$ cat src/flash_host_consts.vh
// Constants shared by the flash host sequencer and its pin synchroniser.
`ifndef FLASH_HOST_CONSTS_VH
`define FLASH_HOST_CONSTS_VH

// Command bytes written to the flash command register, and the value read from an erased byte.
`define CMD_READ_ARRAY 8'h00
`define CMD_READ_SIG 8'h90
`define CMD_ERASE 8'h20
`define CMD_ERASE_CHECK 8'hA0
`define CMD_PROGRAM 8'h40
`define CMD_PROGRAM_CHECK 8'hC0
`define CMD_RESET 8'hFF
`define ERASED_BYTE 8'hFF

// Operations requested on the user port.
`define OP_READ_ARRAY 3'h0
`define OP_READ_SIG 3'h1
`define OP_PROGRAM 3'h2
`define OP_ERASE 3'h3
`define OP_RESET 3'h4

// Array size and retry limits.
`define LAST_ADDR 17'h1FFFF
`define PROG_TRIES 10'h019
`define ERASE_TRIES 10'h3E8

// Timing in nanoseconds and microseconds, and derived counts of 40 ns cycles (rounded up).
`define CLK_NS 40
`define T_WR_SU_NS 40
`define T_WP_NS 100
`define T_WR_HD_NS 40
`define T_ACC_NS 150
`define T_REC_NS 80
`define T_VPP_NS 1000
`define T_PROG_US 10
`define T_ERASE_US 10000
`define WR_SU_CYC ((`T_WR_SU_NS + `CLK_NS - 1) / `CLK_NS)
`define WP_CYC ((`T_WP_NS + `CLK_NS - 1) / `CLK_NS)
`define WR_HD_CYC ((`T_WR_HD_NS + `CLK_NS - 1) / `CLK_NS)
`define WR_LEN (`WR_SU_CYC + `WP_CYC + `WR_HD_CYC)
`define SYNC_LAT 3
`define RD_LEN (((`T_ACC_NS + `CLK_NS - 1) / `CLK_NS) + `SYNC_LAT)
`define REC_CYC ((`T_REC_NS + `CLK_NS - 1) / `CLK_NS)
`define VPP_CYC ((`T_VPP_NS + `CLK_NS - 1) / `CLK_NS)
`define PROG_CYC ((`T_PROG_US * 1000 + `CLK_NS - 1) / `CLK_NS)
`define ERASE_CYC ((`T_ERASE_US * 1000 + `CLK_NS - 1) / `CLK_NS)

// Synchroniser width: eight data pins plus the supply-good pin.
`define SYNC_W 9

`endif

$ cat src/flash_pin_sync.v
// Three-stage synchroniser for the pins returned by the flash device.
`timescale 1ns/1ps
`default_nettype none
`include "flash_host_consts.vh"

module flash_pin_sync (
    input wire i_clk,
    input wire i_rst_n,
    input wire [`SYNC_W-1:0] i_pin,
    output wire [`SYNC_W-1:0] o_level
);

    genvar g;

    // Each bit passes four flops; the output follows only when stages two and three agree.
    generate
        for (g = 0; g < `SYNC_W; g = g + 1)
        begin : bit_sync
            reg [2:0] sh_q;
            reg lvl_q;
            always @(posedge i_clk)
            begin
                if (!i_rst_n)
                begin
                    sh_q <= 3'h0;
                    lvl_q <= 1'b0;
                end
                else
                begin
                    sh_q <= {sh_q[1:0], i_pin[g]};
                    if (sh_q[1] == sh_q[2])
                        lvl_q <= sh_q[2];
                end
            end
            assign o_level[g] = lvl_q;
        end
    endgenerate

endmodule
`default_nettype wire

$ cat src/flash_host_sequencer.v
// Host sequencer that drives a byte-wide flash device through its command register pins.
`timescale 1ns/1ps
`default_nettype none
`include "flash_host_consts.vh"

module flash_host_sequencer #(
    parameter [17:0] ERASE_CYC = `ERASE_CYC
) (
    input wire I_CORE_CLK,
    input wire I_RST_N,
    input wire I_START,
    input wire [2:0] I_OP,
    input wire [16:0] I_ADDR,
    input wire [7:0] I_DATA,
    output wire O_READY,
    output wire O_DONE,
    output wire O_OK,
    output wire [7:0] O_RDATA,
    output wire [16:0] O_ADDR,
    input wire [7:0] I_DQ,
    output wire [7:0] O_DQ,
    output wire O_DQ_OE,
    output wire O_CE_N,
    output wire O_OE_N,
    output wire O_WE_N,
    output wire O_VPP_EN,
    input wire I_VPP_GOOD
);

    localparam [4:0] S_IDLE = 5'h01;
    localparam [4:0] S_NEXT = 5'h02;
    localparam [4:0] S_WR = 5'h04;
    localparam [4:0] S_RD = 5'h08;
    localparam [4:0] S_DLY = 5'h10;

    // Counts are integers; each use keeps only the counter's 18 bits.
    localparam integer WR_ON = `WR_SU_CYC - 1;
    localparam integer WR_OFF = `WR_SU_CYC + `WP_CYC - 1;
    localparam integer WR_END = `WR_LEN - 1;
    localparam integer RD_END = `RD_LEN - 1;
    localparam integer REC_N = `REC_CYC;
    localparam integer VPP_N = `VPP_CYC;
    localparam integer PROG_N = `PROG_CYC;

    reg [4:0] state_q;
    reg [3:0] step_q;
    reg [2:0] op_q;
    reg [16:0] addr_q;
    reg [7:0] data_q;
    reg [16:0] check_addr_q;
    reg [9:0] tries_q;
    reg [17:0] cnt_q;
    reg [17:0] lim_q;
    reg [7:0] rd_q;
    reg done_q;
    reg ok_q;
    reg [7:0] rdata_q;
    reg [16:0] pin_addr_q;
    reg [7:0] pin_dq_q;
    reg dq_oe_q;
    reg ce_n_q;
    reg oe_n_q;
    reg we_n_q;
    reg vpp_en_q;
    wire [`SYNC_W-1:0] sync_level;
    wire [7:0] dq_sync;
    wire vpp_good;

    // Data and supply-good pins come from outside the clock domain.
    flash_pin_sync u_sync (
        .i_clk(I_CORE_CLK),
        .i_rst_n(I_RST_N),
        .i_pin({I_VPP_GOOD, I_DQ}),
        .o_level(sync_level)
    );

    assign dq_sync = sync_level[7:0];
    assign vpp_good = sync_level[8];

    // Ready is combinational; done, ok and every pin and data output come from a flop.
    assign O_READY = (state_q == S_IDLE);
    assign O_DONE = done_q;
    assign O_OK = ok_q;
    assign O_RDATA = rdata_q;
    assign O_ADDR = pin_addr_q;
    assign O_DQ = pin_dq_q;
    assign O_DQ_OE = dq_oe_q;
    assign O_CE_N = ce_n_q;
    assign O_OE_N = oe_n_q;
    assign O_WE_N = we_n_q;
    assign O_VPP_EN = vpp_en_q;

    // Operation sequencer: S_NEXT picks the next bus cycle or wait from op and step.
    always @(posedge I_CORE_CLK)
    begin
        if (!I_RST_N)
        begin
            state_q <= S_IDLE;
            step_q <= 4'h0;
            op_q <= `OP_READ_ARRAY;
            addr_q <= 17'h00000;
            data_q <= 8'h00;
            check_addr_q <= 17'h00000;
            tries_q <= 10'h000;
            cnt_q <= 18'h00000;
            lim_q <= 18'h00000;
            rd_q <= 8'h00;
            done_q <= 1'b0;
            ok_q <= 1'b0;
            rdata_q <= 8'h00;
            pin_addr_q <= 17'h00000;
            pin_dq_q <= 8'h00;
            dq_oe_q <= 1'b0;
            ce_n_q <= 1'b1;
            oe_n_q <= 1'b1;
            we_n_q <= 1'b1;
            vpp_en_q <= 1'b0;
        end
        else
        begin
            done_q <= 1'b0;
            case (state_q)
                S_IDLE:
                begin
                    if (I_START)
                    begin
                        op_q <= I_OP;
                        addr_q <= I_ADDR;
                        data_q <= I_DATA;
                        check_addr_q <= 17'h00000;
                        tries_q <= 10'h000;
                        step_q <= 4'h0;
                        ok_q <= 1'b0;
                        // Without the high supply the device ignores the signature command.
                        vpp_en_q <= (I_OP == `OP_PROGRAM) || (I_OP == `OP_ERASE)
                            || (I_OP == `OP_READ_SIG);
                        // A signature read lets the supply settle before its command.
                        cnt_q <= 18'h00000;
                        lim_q <= VPP_N[17:0];
                        state_q <= (I_OP == `OP_READ_SIG) ? S_DLY : S_NEXT;
                    end
                end
                S_NEXT:
                begin
                    // Default action: advance one step and run a command write.
                    step_q <= step_q + 4'h1;
                    cnt_q <= 18'h00000;
                    state_q <= S_WR;
                    ce_n_q <= 1'b0;
                    dq_oe_q <= 1'b1;
                    pin_addr_q <= addr_q;
                    pin_dq_q <= `CMD_READ_ARRAY;
                    case (op_q)
                        `OP_READ_ARRAY, `OP_READ_SIG:
                        begin
                            if (step_q == 4'h0)
                                pin_dq_q <= (op_q == `OP_READ_SIG) ? `CMD_READ_SIG
                                    : `CMD_READ_ARRAY;
                            else if (step_q == 4'h1)
                            begin
                                // Signature mode stays set; address 0/1 picks the code.
                                ce_n_q <= 1'b0;
                                dq_oe_q <= 1'b0;
                                oe_n_q <= 1'b0;
                                state_q <= S_RD;
                            end
                            else
                            begin
                                ok_q <= 1'b1;
                                dq_oe_q <= 1'b0;
                                ce_n_q <= 1'b1;
                                vpp_en_q <= 1'b0;
                                rdata_q <= rd_q;
                                done_q <= 1'b1;
                                state_q <= S_IDLE;
                            end
                        end
                        `OP_PROGRAM:
                        begin
                            case (step_q)
                                4'h0:
                                begin
                                    // Let the switched supply settle before any command.
                                    ce_n_q <= 1'b1;
                                    dq_oe_q <= 1'b0;
                                    lim_q <= VPP_N[17:0];
                                    state_q <= S_DLY;
                                end
                                4'h1:
                                begin
                                    if (!vpp_good)
                                    begin
                                        // Without the supply nothing would be written.
                                        ce_n_q <= 1'b1;
                                        dq_oe_q <= 1'b0;
                                        vpp_en_q <= 1'b0;
                                        done_q <= 1'b1;
                                        state_q <= S_IDLE;
                                    end
                                    else
                                        pin_dq_q <= `CMD_PROGRAM;
                                end
                                4'h2:
                                    pin_dq_q <= data_q;
                                4'h3:
                                begin
                                    ce_n_q <= 1'b1;
                                    dq_oe_q <= 1'b0;
                                    lim_q <= PROG_N[17:0];
                                    state_q <= S_DLY;
                                end
                                4'h4:
                                    pin_dq_q <= `CMD_PROGRAM_CHECK;
                                4'h5:
                                begin
                                    dq_oe_q <= 1'b0;
                                    oe_n_q <= 1'b0;
                                    state_q <= S_RD;
                                end
                                4'h6:
                                begin
                                    rdata_q <= rd_q;
                                    if (rd_q == data_q)
                                        ok_q <= 1'b1;
                                    if ((rd_q != data_q) && (tries_q != `PROG_TRIES - 10'h001))
                                    begin
                                        // Retry skips the supply settle wait.
                                        tries_q <= tries_q + 10'h001;
                                        pin_dq_q <= `CMD_PROGRAM;
                                        step_q <= 4'h2;
                                    end
                                end
                                default:
                                begin
                                    ce_n_q <= 1'b1;
                                    dq_oe_q <= 1'b0;
                                    vpp_en_q <= 1'b0;
                                    done_q <= 1'b1;
                                    state_q <= S_IDLE;
                                end
                            endcase
                        end
                        `OP_ERASE:
                        begin
                            case (step_q)
                                4'h0:
                                begin
                                    ce_n_q <= 1'b1;
                                    dq_oe_q <= 1'b0;
                                    lim_q <= VPP_N[17:0];
                                    state_q <= S_DLY;
                                end
                                4'h1:
                                begin
                                    if (!vpp_good)
                                    begin
                                        ce_n_q <= 1'b1;
                                        dq_oe_q <= 1'b0;
                                        vpp_en_q <= 1'b0;
                                        done_q <= 1'b1;
                                        state_q <= S_IDLE;
                                    end
                                    else
                                        pin_dq_q <= `CMD_ERASE;
                                end
                                4'h2:
                                    pin_dq_q <= `CMD_ERASE;
                                4'h3:
                                begin
                                    ce_n_q <= 1'b1;
                                    dq_oe_q <= 1'b0;
                                    lim_q <= ERASE_CYC;
                                    state_q <= S_DLY;
                                end
                                4'h4:
                                begin
                                    // Each byte check carries its own fresh address.
                                    pin_addr_q <= check_addr_q;
                                    pin_dq_q <= `CMD_ERASE_CHECK;
                                end
                                4'h5:
                                begin
                                    dq_oe_q <= 1'b0;
                                    oe_n_q <= 1'b0;
                                    state_q <= S_RD;
                                end
                                4'h6:
                                begin
                                    rdata_q <= rd_q;
                                    if (rd_q == `ERASED_BYTE)
                                    begin
                                        if (check_addr_q == `LAST_ADDR)
                                            ok_q <= 1'b1;
                                        else
                                        begin
                                            check_addr_q <= check_addr_q + 17'h00001;
                                            pin_addr_q <= check_addr_q + 17'h00001;
                                            pin_dq_q <= `CMD_ERASE_CHECK;
                                            step_q <= 4'h5;
                                        end
                                    end
                                    else if (tries_q != `ERASE_TRIES - 10'h001)
                                    begin
                                        // Re-arm and erase again; checking resumes at this address.
                                        tries_q <= tries_q + 10'h001;
                                        pin_dq_q <= `CMD_ERASE;
                                        step_q <= 4'h2;
                                    end
                                end
                                default:
                                begin
                                    ce_n_q <= 1'b1;
                                    dq_oe_q <= 1'b0;
                                    vpp_en_q <= 1'b0;
                                    done_q <= 1'b1;
                                    state_q <= S_IDLE;
                                end
                            endcase
                        end
                        `OP_RESET:
                        begin
                            // Two all-ones writes cancel any armed step, then read mode.
                            if (step_q < 4'h2)
                                pin_dq_q <= `CMD_RESET;
                            else if (step_q == 4'h3)
                            begin
                                ok_q <= 1'b1;
                                ce_n_q <= 1'b1;
                                dq_oe_q <= 1'b0;
                                done_q <= 1'b1;
                                state_q <= S_IDLE;
                            end
                        end
                        default:
                        begin
                            // An unknown request only writes the read-array code.
                            if (step_q != 4'h0)
                            begin
                                ce_n_q <= 1'b1;
                                dq_oe_q <= 1'b0;
                                done_q <= 1'b1;
                                state_q <= S_IDLE;
                            end
                        end
                    endcase
                end
                S_WR:
                begin
                    // WE pulses low only inside CE low; address steady, data held past the rise.
                    cnt_q <= cnt_q + 18'h00001;
                    we_n_q <= !((cnt_q >= WR_ON[17:0])
                        && (cnt_q < WR_OFF[17:0]));
                    if (cnt_q == WR_END[17:0])
                    begin
                        ce_n_q <= 1'b1;
                        dq_oe_q <= 1'b0;
                        cnt_q <= 18'h00000;
                        lim_q <= REC_N[17:0];
                        state_q <= S_DLY;
                    end
                end
                S_RD:
                begin
                    // Wait for access time plus synchroniser latency, then sample.
                    cnt_q <= cnt_q + 18'h00001;
                    if (cnt_q == RD_END[17:0])
                    begin
                        rd_q <= dq_sync;
                        ce_n_q <= 1'b1;
                        oe_n_q <= 1'b1;
                        cnt_q <= 18'h00000;
                        lim_q <= REC_N[17:0];
                        state_q <= S_DLY;
                    end
                end
                S_DLY:
                begin
                    cnt_q <= cnt_q + 18'h00001;
                    if (cnt_q >= lim_q - 18'h00001)
                        state_q <= S_NEXT;
                end
                default:
                    state_q <= S_IDLE;
            endcase
        end
    end

endmodule
`default_nettype wire

$ cat config.mk
export PLATFORM = sky130hd
export DESIGN_NAME = flash_host_sequencer
export DESIGN_NICKNAME = d
export VERILOG_FILES = /design/src/flash_pin_sync.v /design/src/flash_host_sequencer.v
export VERILOG_INCLUDE_DIRS = /design/src
export SDC_FILE = /design/constraint.sdc
export NUM_CORES = 1
export LEC_CHECK = 0
export ABC_AREA = 1
export BUFFER_PORTS_ARGS = -buffer_cell sky130_fd_sc_hd__buf_2
export CORE_MARGIN = 2
export CORE_UTILIZATION = 54
export CTS_CLUSTER_DIAMETER = 60
export DETAILED_ROUTE_END_ITERATION = 8
export GPL_ROUTABILITY_DRIVEN = 0
export PLACE_DENSITY = 0.8
export SETUP_SLACK_MARGIN = 0.1
export SYNTH_ARGS = -nofsm -noshare
export SYNTH_HDL_FRONTEND = slang
export SYNTH_SLANG_ARGS = --single-unit
$ cat constraint.sdc
create_clock -name I_CORE_CLK -period 2.3 [get_ports I_CORE_CLK]
set_input_delay 0.46 -clock I_CORE_CLK [delete_from_list [all_inputs] [get_ports I_CORE_CLK]]
set_output_delay 0.46 -clock I_CORE_CLK [all_outputs]
set_load 0.1 [all_outputs]
# Word-level counts from Yosys, hierarchy flattened
# Cells that the tools add are included.
[word_totals]
reg_bits = 184
input_bits = 40
out_inout_bits = 41
word_cells = 264
[classes]
n_addsub = 5
order_cmp = 4
eq_ne = 67
muxes = 114
n_reduce_logical = 36
[op_table]
columns = ["operator", "count"]
rows = [
  ["17-bit two-way mux", 8],
  ["18-bit two-way mux", 6],
  ["18-bit case mux with 2 select lines", 3],
  ["8-bit case mux with 4 select lines", 3],
  ["18-bit case mux with 5 select lines", 1],
  ["18-bit case mux with 4 select lines", 1],
  ["17-bit case mux with 2 select lines", 2],
  ["8-bit two-way mux", 8],
  ["10-bit two-way mux", 6],
  ["3-bit inequality test (second input constant)", 14],
  ["10-bit case mux with 2 select lines", 2],
  ["18-bit by 3-bit equality test with 1-bit output (second input constant)", 2],
  ["4-bit two-way mux", 9],
  ["1-bit two-way mux", 31],
  ["5-bit two-way mux", 5],
  ["5-bit case mux with 5 select lines", 1],
  ["1-bit case mux with 2 select lines", 10],
  ["5-bit case mux with 4 select lines", 1],
  ["18-bit by 1-bit adder with 18-bit output (second input constant)", 1],
  ["18-bit by 1-bit >= comparator with 1-bit output (second input constant)", 1],
  ["18-bit >= comparator", 1],
  ["18-bit by 2-bit < comparator with 1-bit output (second input constant)", 1],
  ["2-bit inequality test (second input constant)", 9],
  ["18-bit by 1-bit subtractor with 18-bit output (second input constant)", 1],
  ["other kinds (55)", 99],
]

# Logic depth before layout (Yosys ltp)
# Gate-level depths: netlist of run 1.
[logic_depth]
ltp_word = 6
mapped_depth = 18
depth_no_buf = 18

# Modules after synthesis
# From an unflattened synthesis of run 1, not the netlist that was laid out.
[unflattened]
cells_unflattened = 1392
area_unflattened_um2 = 9497.9
[by_module_without_submodules]
columns = ["module", "instances", "cells_per_inst", "area_per_inst_um2", "seq_area_each_um2"]
rows = [
  ["flash_host_sequencer", 1, 1262, 8308.0, 2742.6],
  ["flash_pin_sync", 1, 130, 1189.9, 720.7],
]

# Worst setup path after synthesis of run 1
# OpenSTA, ideal clock, no wires.
[synth_path]
path_kind = "register to register"
start = "register check_addr_q[0]"
end = "register pin_addr_q[10] (netlist: O_ADDR[10])"
setup_time_ns = 0.128
t_arrival_ns = 2.119
t_required_ns = 2.172
setup_slack_ns = 0.054
stages_incl_launch_ff = 13
path_buffers = 1
synth_period_minus_slack_ns = 2.246
cell_sequence = "dfxtp_1 -> ha_1 -> nand4_1 -> nor2_1 -> nand4_1 -> nor3_1 -> ha_1 -> nor2_8 -> inv_4 -> clkbuf_1 -> a21oi_1 -> o21ai_0 -> a21oi_1"
[synth_between]
elab_chain_cells = 5
elab_cells_between_ends = 6
classes_between = "add/sub: 1; eq/ne: 1; mux: 4"
[synth_rtl]
columns = ["item", "line", "text"]
rows = [
  ["start: declaration", "flash_host_sequencer.v:50", "reg [16:0] check_addr_q;"],
  ["start signal: assignment", "flash_host_sequencer.v:296", "check_addr_q <= check_addr_q + 17'h00001;"],
  ["17-bit by 1-bit adder with 17-bit output / 17-bit equality test (equally long branches)", "--", ""],
  ["17-bit two-way mux *", "flash_host_sequencer.v:292", "if (check_addr_q == `LAST_ADDR)"],
  ["17-bit two-way mux *", "flash_host_sequencer.v:290", "if (rd_q == `ERASED_BYTE)"],
  ["17-bit case mux with 2 select lines *", "flash_host_sequencer.v:245", "case (step_q)"],
  ["17-bit two-way mux *", "flash_host_sequencer.v:153", "case (op_q)"],
  ["end signal: assignment", "flash_host_sequencer.v:151", "pin_addr_q <= addr_q;"],
  ["end signal: assignment", "flash_host_sequencer.v:278", "pin_addr_q <= check_addr_q;"],
  ["end signal: assignment", "flash_host_sequencer.v:297", "pin_addr_q <= check_addr_q + 17'h00001;"],
  ["end: declaration", "flash_host_sequencer.v:58", "reg [16:0] pin_addr_q;"],
]
# Every way passes the cells marked *; elsewhere a longest branch is shown, timed or not.
# A chain may end at the register's enable or synchronous reset.

# Worst setup path in the final report of run 1
[layout_path]
start = "register lim_q[0]"
end = "register state_q[4]"
[layout_between]
elab_chain_cells = 4
[layout_rtl]
columns = ["item", "line", "text"]
rows = [
  ["start: declaration", "flash_host_sequencer.v:53", "reg [17:0] lim_q;"],
  ["start signal: assignment", "flash_host_sequencer.v:139", "lim_q <= VPP_N[17:0];"],
  ["start signal: assignment", "flash_host_sequencer.v:186", "lim_q <= VPP_N[17:0];"],
  ["start signal: assignment", "flash_host_sequencer.v:209", "lim_q <= PROG_N[17:0];"],
  ["18-bit by 1-bit subtractor with 18-bit output", "flash_host_sequencer.v:379", "if (cnt_q >= lim_q - 18'h00001)"],
  ["18-bit >= comparator", "flash_host_sequencer.v:379", ""],
  ["2-bit inequality test (no source line)", "--", ""],
  ["4-bit AND reduction (no source line)", "--", ""],
  ["end signal: assignment", "flash_host_sequencer.v:140", "state_q <= (I_OP == `OP_READ_SIG) ? S_DLY : S_NEXT;"],
  ["end: declaration", "flash_host_sequencer.v:45", "reg [4:0] state_q;"],
]
# Every way passes these cells.

==> run_results.csv, run 1 <==
group,metric,value,unit
placement,portBuffers,80,
logic_synthesis,avgSynthCellArea,7.06,um2
floorplanning,die_w,133,um
logic_synthesis,yosysTopAreaCell,"dfxtp_1",
final_layout,diodes,0,
logic_synthesis,synth_warnings,0,
final_layout,nFillCells,1328,
logic_synthesis,syn_inst,1276,
power_and_ir_drop,swShare,37.8,%
logic_synthesis,synth_nets,1348,
setup_path,start_kind,"register",
final_layout,final_util,67.3,%
setup_path,crit_type,"reg2reg",
job,drv_cap,0,
timing,drv_slew,0,
timing,worst_slack,0.0170,ns
cts,clkLatencyLatePin,0.44,ns
worst_hold_path,hold_path.class,"in2reg",
routing,drtIter0Drc,707,
final_layout,stdcell_area,0.0111,mm2
timing,worst_slew_pin_slew,0.646,ns
timing,finClkSkew,0.00791,ns
setup_path,crit_chain,"inv_2, ha_4, ha_4, nand3b_1, ha_4, inv_2, ha_4, nand2_4, nor3_4, nand4_1, nand4_1, o22ai_1, nand2_1, inv_1",
routing,ant_nets,0,
cts,cts_buffers,17,
setup_path,cp_common_cell,"ha_4",
floorplanning,start_util,54.7,%
logic_synthesis,syn-cell-area,0.00901,mm2
power_and_ir_drop,p_total,10100,uW
logic_synthesis,synthTopCellsByArea,"dfxtp_1, nand2_1, a21oi_1",
cts,clockRootBuffer,"clkbuf_16",
timing,finalCriticalPeriod,2.28,ns
cts,cts.sinks,173,
placement,dpl_worst_slack,-0.105,ns
floorplanning,die_h,133,um
cts,clkSlewWorstSetupHoldPaths,0.07,ns
final_layout,areaGrowthSynthToFinish,22.9,%
placement,dpl.hpwl,16900,um
cts,clk_path_buf_depth,2,
timing,rsz0062_at_grt,"true",
setup_path,arrival,2.63,ns
routing,drt_wl_total,24900,um
routing,wl_per_cell,15.3,um
placement,placed_area,0.00989,mm2
logic_synthesis,synth_seq_cells,173,
logic_synthesis,netlist.area_leader.share,38.4,%
setup_path,crit_path_max_fanout,3,
routing,viasPerCell,5.57,
floorplanning,io_pins,81,
power_and_ir_drop,vdd_drop_max,0.000578,V
power_and_ir_drop,p_comb_share,34.8,%
routing,vias,9095,
floorplanning,coreArea,0.0165,mm2
floorplanning,num_rows,47,
power_and_ir_drop,p_leak,0.00487,uW
routing,first_pass_iters,5,
routing,drc,0,
floorplanning,dieArea,0.0177,mm2
setup_path,cpPeakStageDelay,0.33,ns
setup_path,r2r_slack,0.02,ns
power_and_ir_drop,p_seq_share,34.3,%
setup_path,cp_slowest_cell,"dfxtp_2",
power_and_ir_drop,clkPwrFrac,30.9,%
global_routing,overflow,0,
final_layout,drive_gt1_share,21.1,%
timing,post-route-period-util,99.3,%
timing,slew_headroom,56.7,%
global_routing,antenna_found_initial,0,
final_layout,final_cell_mix,"nand2_1, dfxtp_1, inv_1",
logic_synthesis,ys_seq_area_share,38.4,%
final_layout,num-nets-final,1472,
power_and_ir_drop,switchingPower,3830,uW
cts,h-tree-depth,4,
logic_synthesis,synth_cell_type_count,52,
setup_path,required,2.64,ns
power_and_ir_drop,powerDensity,913,mW/mm2
timing,final-setup-viol-count,0,
power_and_ir_drop,intPower,6290,uW
final_layout,mostFrequentLayoutCell,"nand2_1",
run_status,status,"complete, no violations",
timing,fmaxAchievable,438,MHz
global_routing,grt.total_usage,27.3,%
cts,cts_tree,"built",
timing,hold_viol,0,
global_routing,grt_max_degree,53,
setup_path,cp-end-kind,"register",
global_routing,grt_pass1_wl,39600,um
global_routing,grt_pass1_vias,8352,
[what timing repair did]
item / 4_1_cts / 5_1_grt
cloned: 0 / 2
setup buffers: 11 / 7
endpoints found under the hold margin: 0 / 0
hold buffers: 0 / 0
gates resized for setup: 33 / 75
pin swaps: 15 / 42
setup endpoints to repair: 51 / 63
[synth_stat cells, drive strengths merged]
cell / instances
nand2: 272
dfxtp: 173
inv: 167
a21oi: 141
nor2: 130
o21ai: 109
nand3: 53
clkbuf: 34
ha: 32
nand4: 28
nor3: 27
xor2: 21
a221oi: 16
buf: 12
xnor2: 12
a211oi: 11
nand3b: 5
o211ai: 5
o311ai: 4
a31oi: 3
clkinv: 3
nor3b: 3
o31ai: 3
a22oi: 2
a31o: 2
o22ai: 2
a21boi: 1
a41oi: 1
nor4: 1
o21bai: 1
o221ai: 1
or2: 1
[worst max-delay path: cells and delay by family, from the launching register on]
family / cells / cell delay, ns
AND/OR/NAND/NOR: 6 / 0.75
adder cells (fa/ha/maj): 4 / 0.87
buffers and inverters: 3 / 0.14
flip-flops: 1 / 0.33
AO/OA/AOI/OAI: 1 / 0.10
[sequential cells by signal, indices dropped and copies added, names as in the netlist, 3 cells and up]
signal                 flops
rd_q                       8
u_sync.bit_sync.lvl_q      9
O_RDATA                    8
state_q                    5
addr_q                    17
lim_q                      7
step_q                     4
O_DQ                       8
cnt_q                     18
op_q                       3
u_sync.bit_sync.sh_q      27
check_addr_q              17
tries_q                   10
data_q                     8
O_ADDR                    17
[final cells by class]
cell class	count	area [um2]	area share, %
Multi-Input combinational cell	887	5060	45.7
Inverter	170	644	5.82
Tap cell	220	275	2.48
Sequential cell	173	3470	31.3
Timing Repair inverter	1	7.51	0.0678
Clock buffer	18	439	3.96
Timing Repair Buffer	150	980	8.84
Clock inverter	13	200	1.81
[kinds of logic (layout without fill, tap and decap cells)]
family / Yosys count / in the layout / synth area share [%]
simple gates: 520 / 520 / 25.6
compound gates: 302 / 302 / 18.9
buf+inv: 216 / 352 / 9.37
flops: 173 / 173 / 38.4
xor+xnor: 33 / 33 / 3.21
fa+ha+maj: 32 / 32 / 4.44
[stage by stage]
stage,setup TNS (ns),instances,hold slack (ns)
final,0,1632,0.197
after global routing,-0.142,1632,0.207
after CTS,0,1623,0.190
after detailed placement,-0.844,1581,0.400
after global placement,-0.000414,1581,0.395
after floorplan,0,1276,0.390
[path summary, 6_finish.rpt]
kind	endpoint	from	cells past startpoint
worst max-delay path	state_q[4]	lim_q[0]	14
worst min-delay path	u_sync.bit_sync[6].sh_q[0]	I_DQ[6]	3
worst max register to register	state_q[4]	lim_q[0]	14
worst min register to register	u_sync.bit_sync[3].sh_q[1]	u_sync.bit_sync[3].sh_q[0]	2
[power groups by stage]
stage	sequential, uW	clock, uW	combinational, uW
6_report	3470	3130	3520
5_1_grt	3490	3320	3850
4_1_cts	3460	3160	3230
3_5_place_dp	3520	0	2890
3_3_place_gp	3520	0	2830
2_1_floorplan	3910	0	1800
[routing by layer]
metal	share of wire, %	global-route usage, %	wire (um)	vias to the layer above
met4	2.4	10.7	591	0
met3	6.7	5.71	1680	58
met1	44	35.0	10900	4222
met5	0	0	0	-
met2	47	45.4	11700	357
li1	-	-	-	4458
No activity file was read; power rests on OpenSTA's default activity.
==> run 2, diff against run 1 <==
- CORE_ASPECT_RATIO: not set -> 1.1
==> run_results.csv, run 2 (synthesis gave the netlist of run 1 again) <==
group,metric,value,unit
run_status,status,"finished with violations",
timing,final-setup-viol-count,3,
cts,clk_path_buf_depth,2,
routing,viasPerCell,5.62,
power_and_ir_drop,p_leak,0.00484,uW
global_routing,met1_usage,32.4,%
cts,clkLatencyLatePin,0.44,ns
power_and_ir_drop,powerDensity,909,mW/mm2
final_layout,reg.largest.list,"u_sync.bit_sync.sh_q x27, cnt_q x18",
cts,h-tree-depth,4,
final_layout,num-nets-final,1461,
cts,cts.sinks,173,
routing,ant_nets,0,
global_routing,antenna_found_initial,1,
power_and_ir_drop,p_total,9960,uW
power_and_ir_drop,clkPwrFrac,29.9,%
global_routing,met2_usage,46.5,%
routing,wl_per_cell,15.3,um
floorplanning,start_util,55.1,%
timing,rsz0062_at_grt,"true",
floorplanning,die_w,127,um
floorplanning,io_pins,81,
timing,finalCriticalPeriod,2.37,ns
cts,clkSlewWorstSetupHoldPaths,0.08,ns
final_layout,drive_gt1_share,20.3,%
worst_hold_path,hold_depth,3,
final_layout,largest_reg_flops,27,
setup_path,r2r_start,"lim_q[0]",
final_layout,areaGrowthSynthToFinish,21.5,%
power_and_ir_drop,p_seq_share,34.9,%
cts,cts_buffers,17,
setup_path,reg2reg_depth,15,
worst_hold_path,hold_path.class,"in2reg",
placement,dpl_worst_slack,-0.101,ns
timing,post-route-period-util,103,%
cts,cts_tree,"built",
timing,slew_headroom,66.6,%
cts,hold_buffers,0,
setup_path,r2r_slack,-0.07,ns
setup_path,arrival,2.71,ns
global_routing,grt_pass1_vias,8383,
floorplanning,num_rows,49,
floorplanning,dieArea,0.0177,mm2
setup_path,start_kind,"register",
power_and_ir_drop,switchingPower,3950,uW
routing,first_pass_iters,5,
floorplanning,coreArea,0.0164,mm2
timing,hold_viol,0,
global_routing,overflow,0,
run_status,violations,"setup timing",
routing,vias,9037,
setup_path,crit_path_max_fanout,3,
worst_hold_path,hold_start,"I_DQ[0]",
setup_path,reg2reg_to,"state_q[4]",
routing,drtIter0Drc,621,
timing,worst_slack,-0.0668,ns
timing,fmaxAchievable,423,MHz
timing,finClkSkew,0.0130,ns
global_routing,grtUsageMet3,4.88,%
cts,clockRootBuffer,"clkbuf_16",
routing,drt_wl_total,24600,um
timing,worst_slew_pin_slew,0.500,ns
power_and_ir_drop,swShare,39.7,%
global_routing,grt_pass1_wl,39100,um
setup_path,required,2.64,ns
global_routing,grt-busiest-layer,"met2",
global_routing,grt.total_usage,27.0,%
placement,portBuffers,80,
power_and_ir_drop,p_comb_share,35.2,%
job,drv_cap,0,
placement,dpl.hpwl,16400,um
timing,drv_slew,0,
routing,drc,0,
power_and_ir_drop,vdd_drop_max,0.000716,V
setup_path,crit_type,"reg2reg",
worst_hold_path,hold_path_end,"u_sync.bit_sync[0].sh_q[0]",
final_layout,final_cell_mix,"nand2_1, dfxtp_1, inv_1",
timing,whs,0.189,ns
global_routing,grt_max_degree,61,
final_layout,largest_register,"u_sync.bit_sync.sh_q",
final_layout,mostFrequentLayoutCell,"nand2_1",
power_and_ir_drop,intPower,6000,uW
floorplanning,die_h,140,um
setup_path,cp-end-kind,"register",
## run 2: worst max path at each step
| stage | from | endpoint | cells past startpoint |
|---|---|---|---|
| final | lim_q[0] | state_q[4] | 15 |
| after CTS | lim_q[0] | state_q[1] | 15 |
| after global placement | check_addr_q[0] | check_addr_q[11] | 13 |
| after global routing | lim_q[0] | state_q[4] | 15 |
| after detailed placement | check_addr_q[0] | check_addr_q[11] | 13 |
| after floorplan | check_addr_q[0] | check_addr_q[2] | 13 |
## run 2: per-layer routing
layer  part of all wire, %  vias to the layer above
met5                     0                        -
met4                   4.0                        0
met3                   6.0                       80
met2                    50                      377
met1                    40                     4130
li1                      -                     4450
## run 2: worst max-delay path: stages, from the launching register on
cell and delay, ns:
dfxtp_2 0.34, inv_2 0.08, ha_4 0.16, ha_4 0.14
nand3b_1 0.15, ha_4 0.31, inv_2 0.04, ha_4 0.26
nand2_4 0.05, buf_6 0.12, nor3_4 0.12, nand4_1 0.15
nand4_1 0.16, o22ai_1 0.08, nand2_1 0.08, inv_1 0.04
## run 2: what timing repair did
item / in CTS / in global routing
pin swaps: 5 / 34
endpoints found under the hold margin: 0 / 0
buffers inserted: 5 / 9
gates resized for setup: 14 / 90
endpoints found under the setup margin: 19 / 56
## run 2: area by class of cell
type,instances,area [um2]
Fill cell,1364,5420
Multi-Input combinational cell,887,5050
Sequential cell,173,3470
Timing Repair Buffer,140,913
Inverter,170,641
Clock buffer,17,425
Tap cell,204,255
Clock inverter,15,193
Antenna cell,1,2.50
## run 2: per-stage QoR
step	TNS, ns	area, um2	util [%]	instances
6_report	-0.113	11000	66.9	1607
5_1_grt	-1.34	11000	66.9	1607
4_1_cts	0	10500	64.4	1597
3_5_place_dp	-0.582	9840	60.1	1560
3_3_place_gp	-0.0247	9840	60.1	1560
2_1_floorplan	0	9020	-	1276
## run 2: power by group through the flow
stage | registers, uW | logic, uW | clock network, uW
floorplan | 3910 | 1800 | 0
global placement | 3520 | 2810 | 0
detailed placement | 3520 | 2880 | 0
CTS | 3460 | 3020 | 3000
global route | 3500 | 3840 | 3130
finish | 3480 | 3500 | 2980
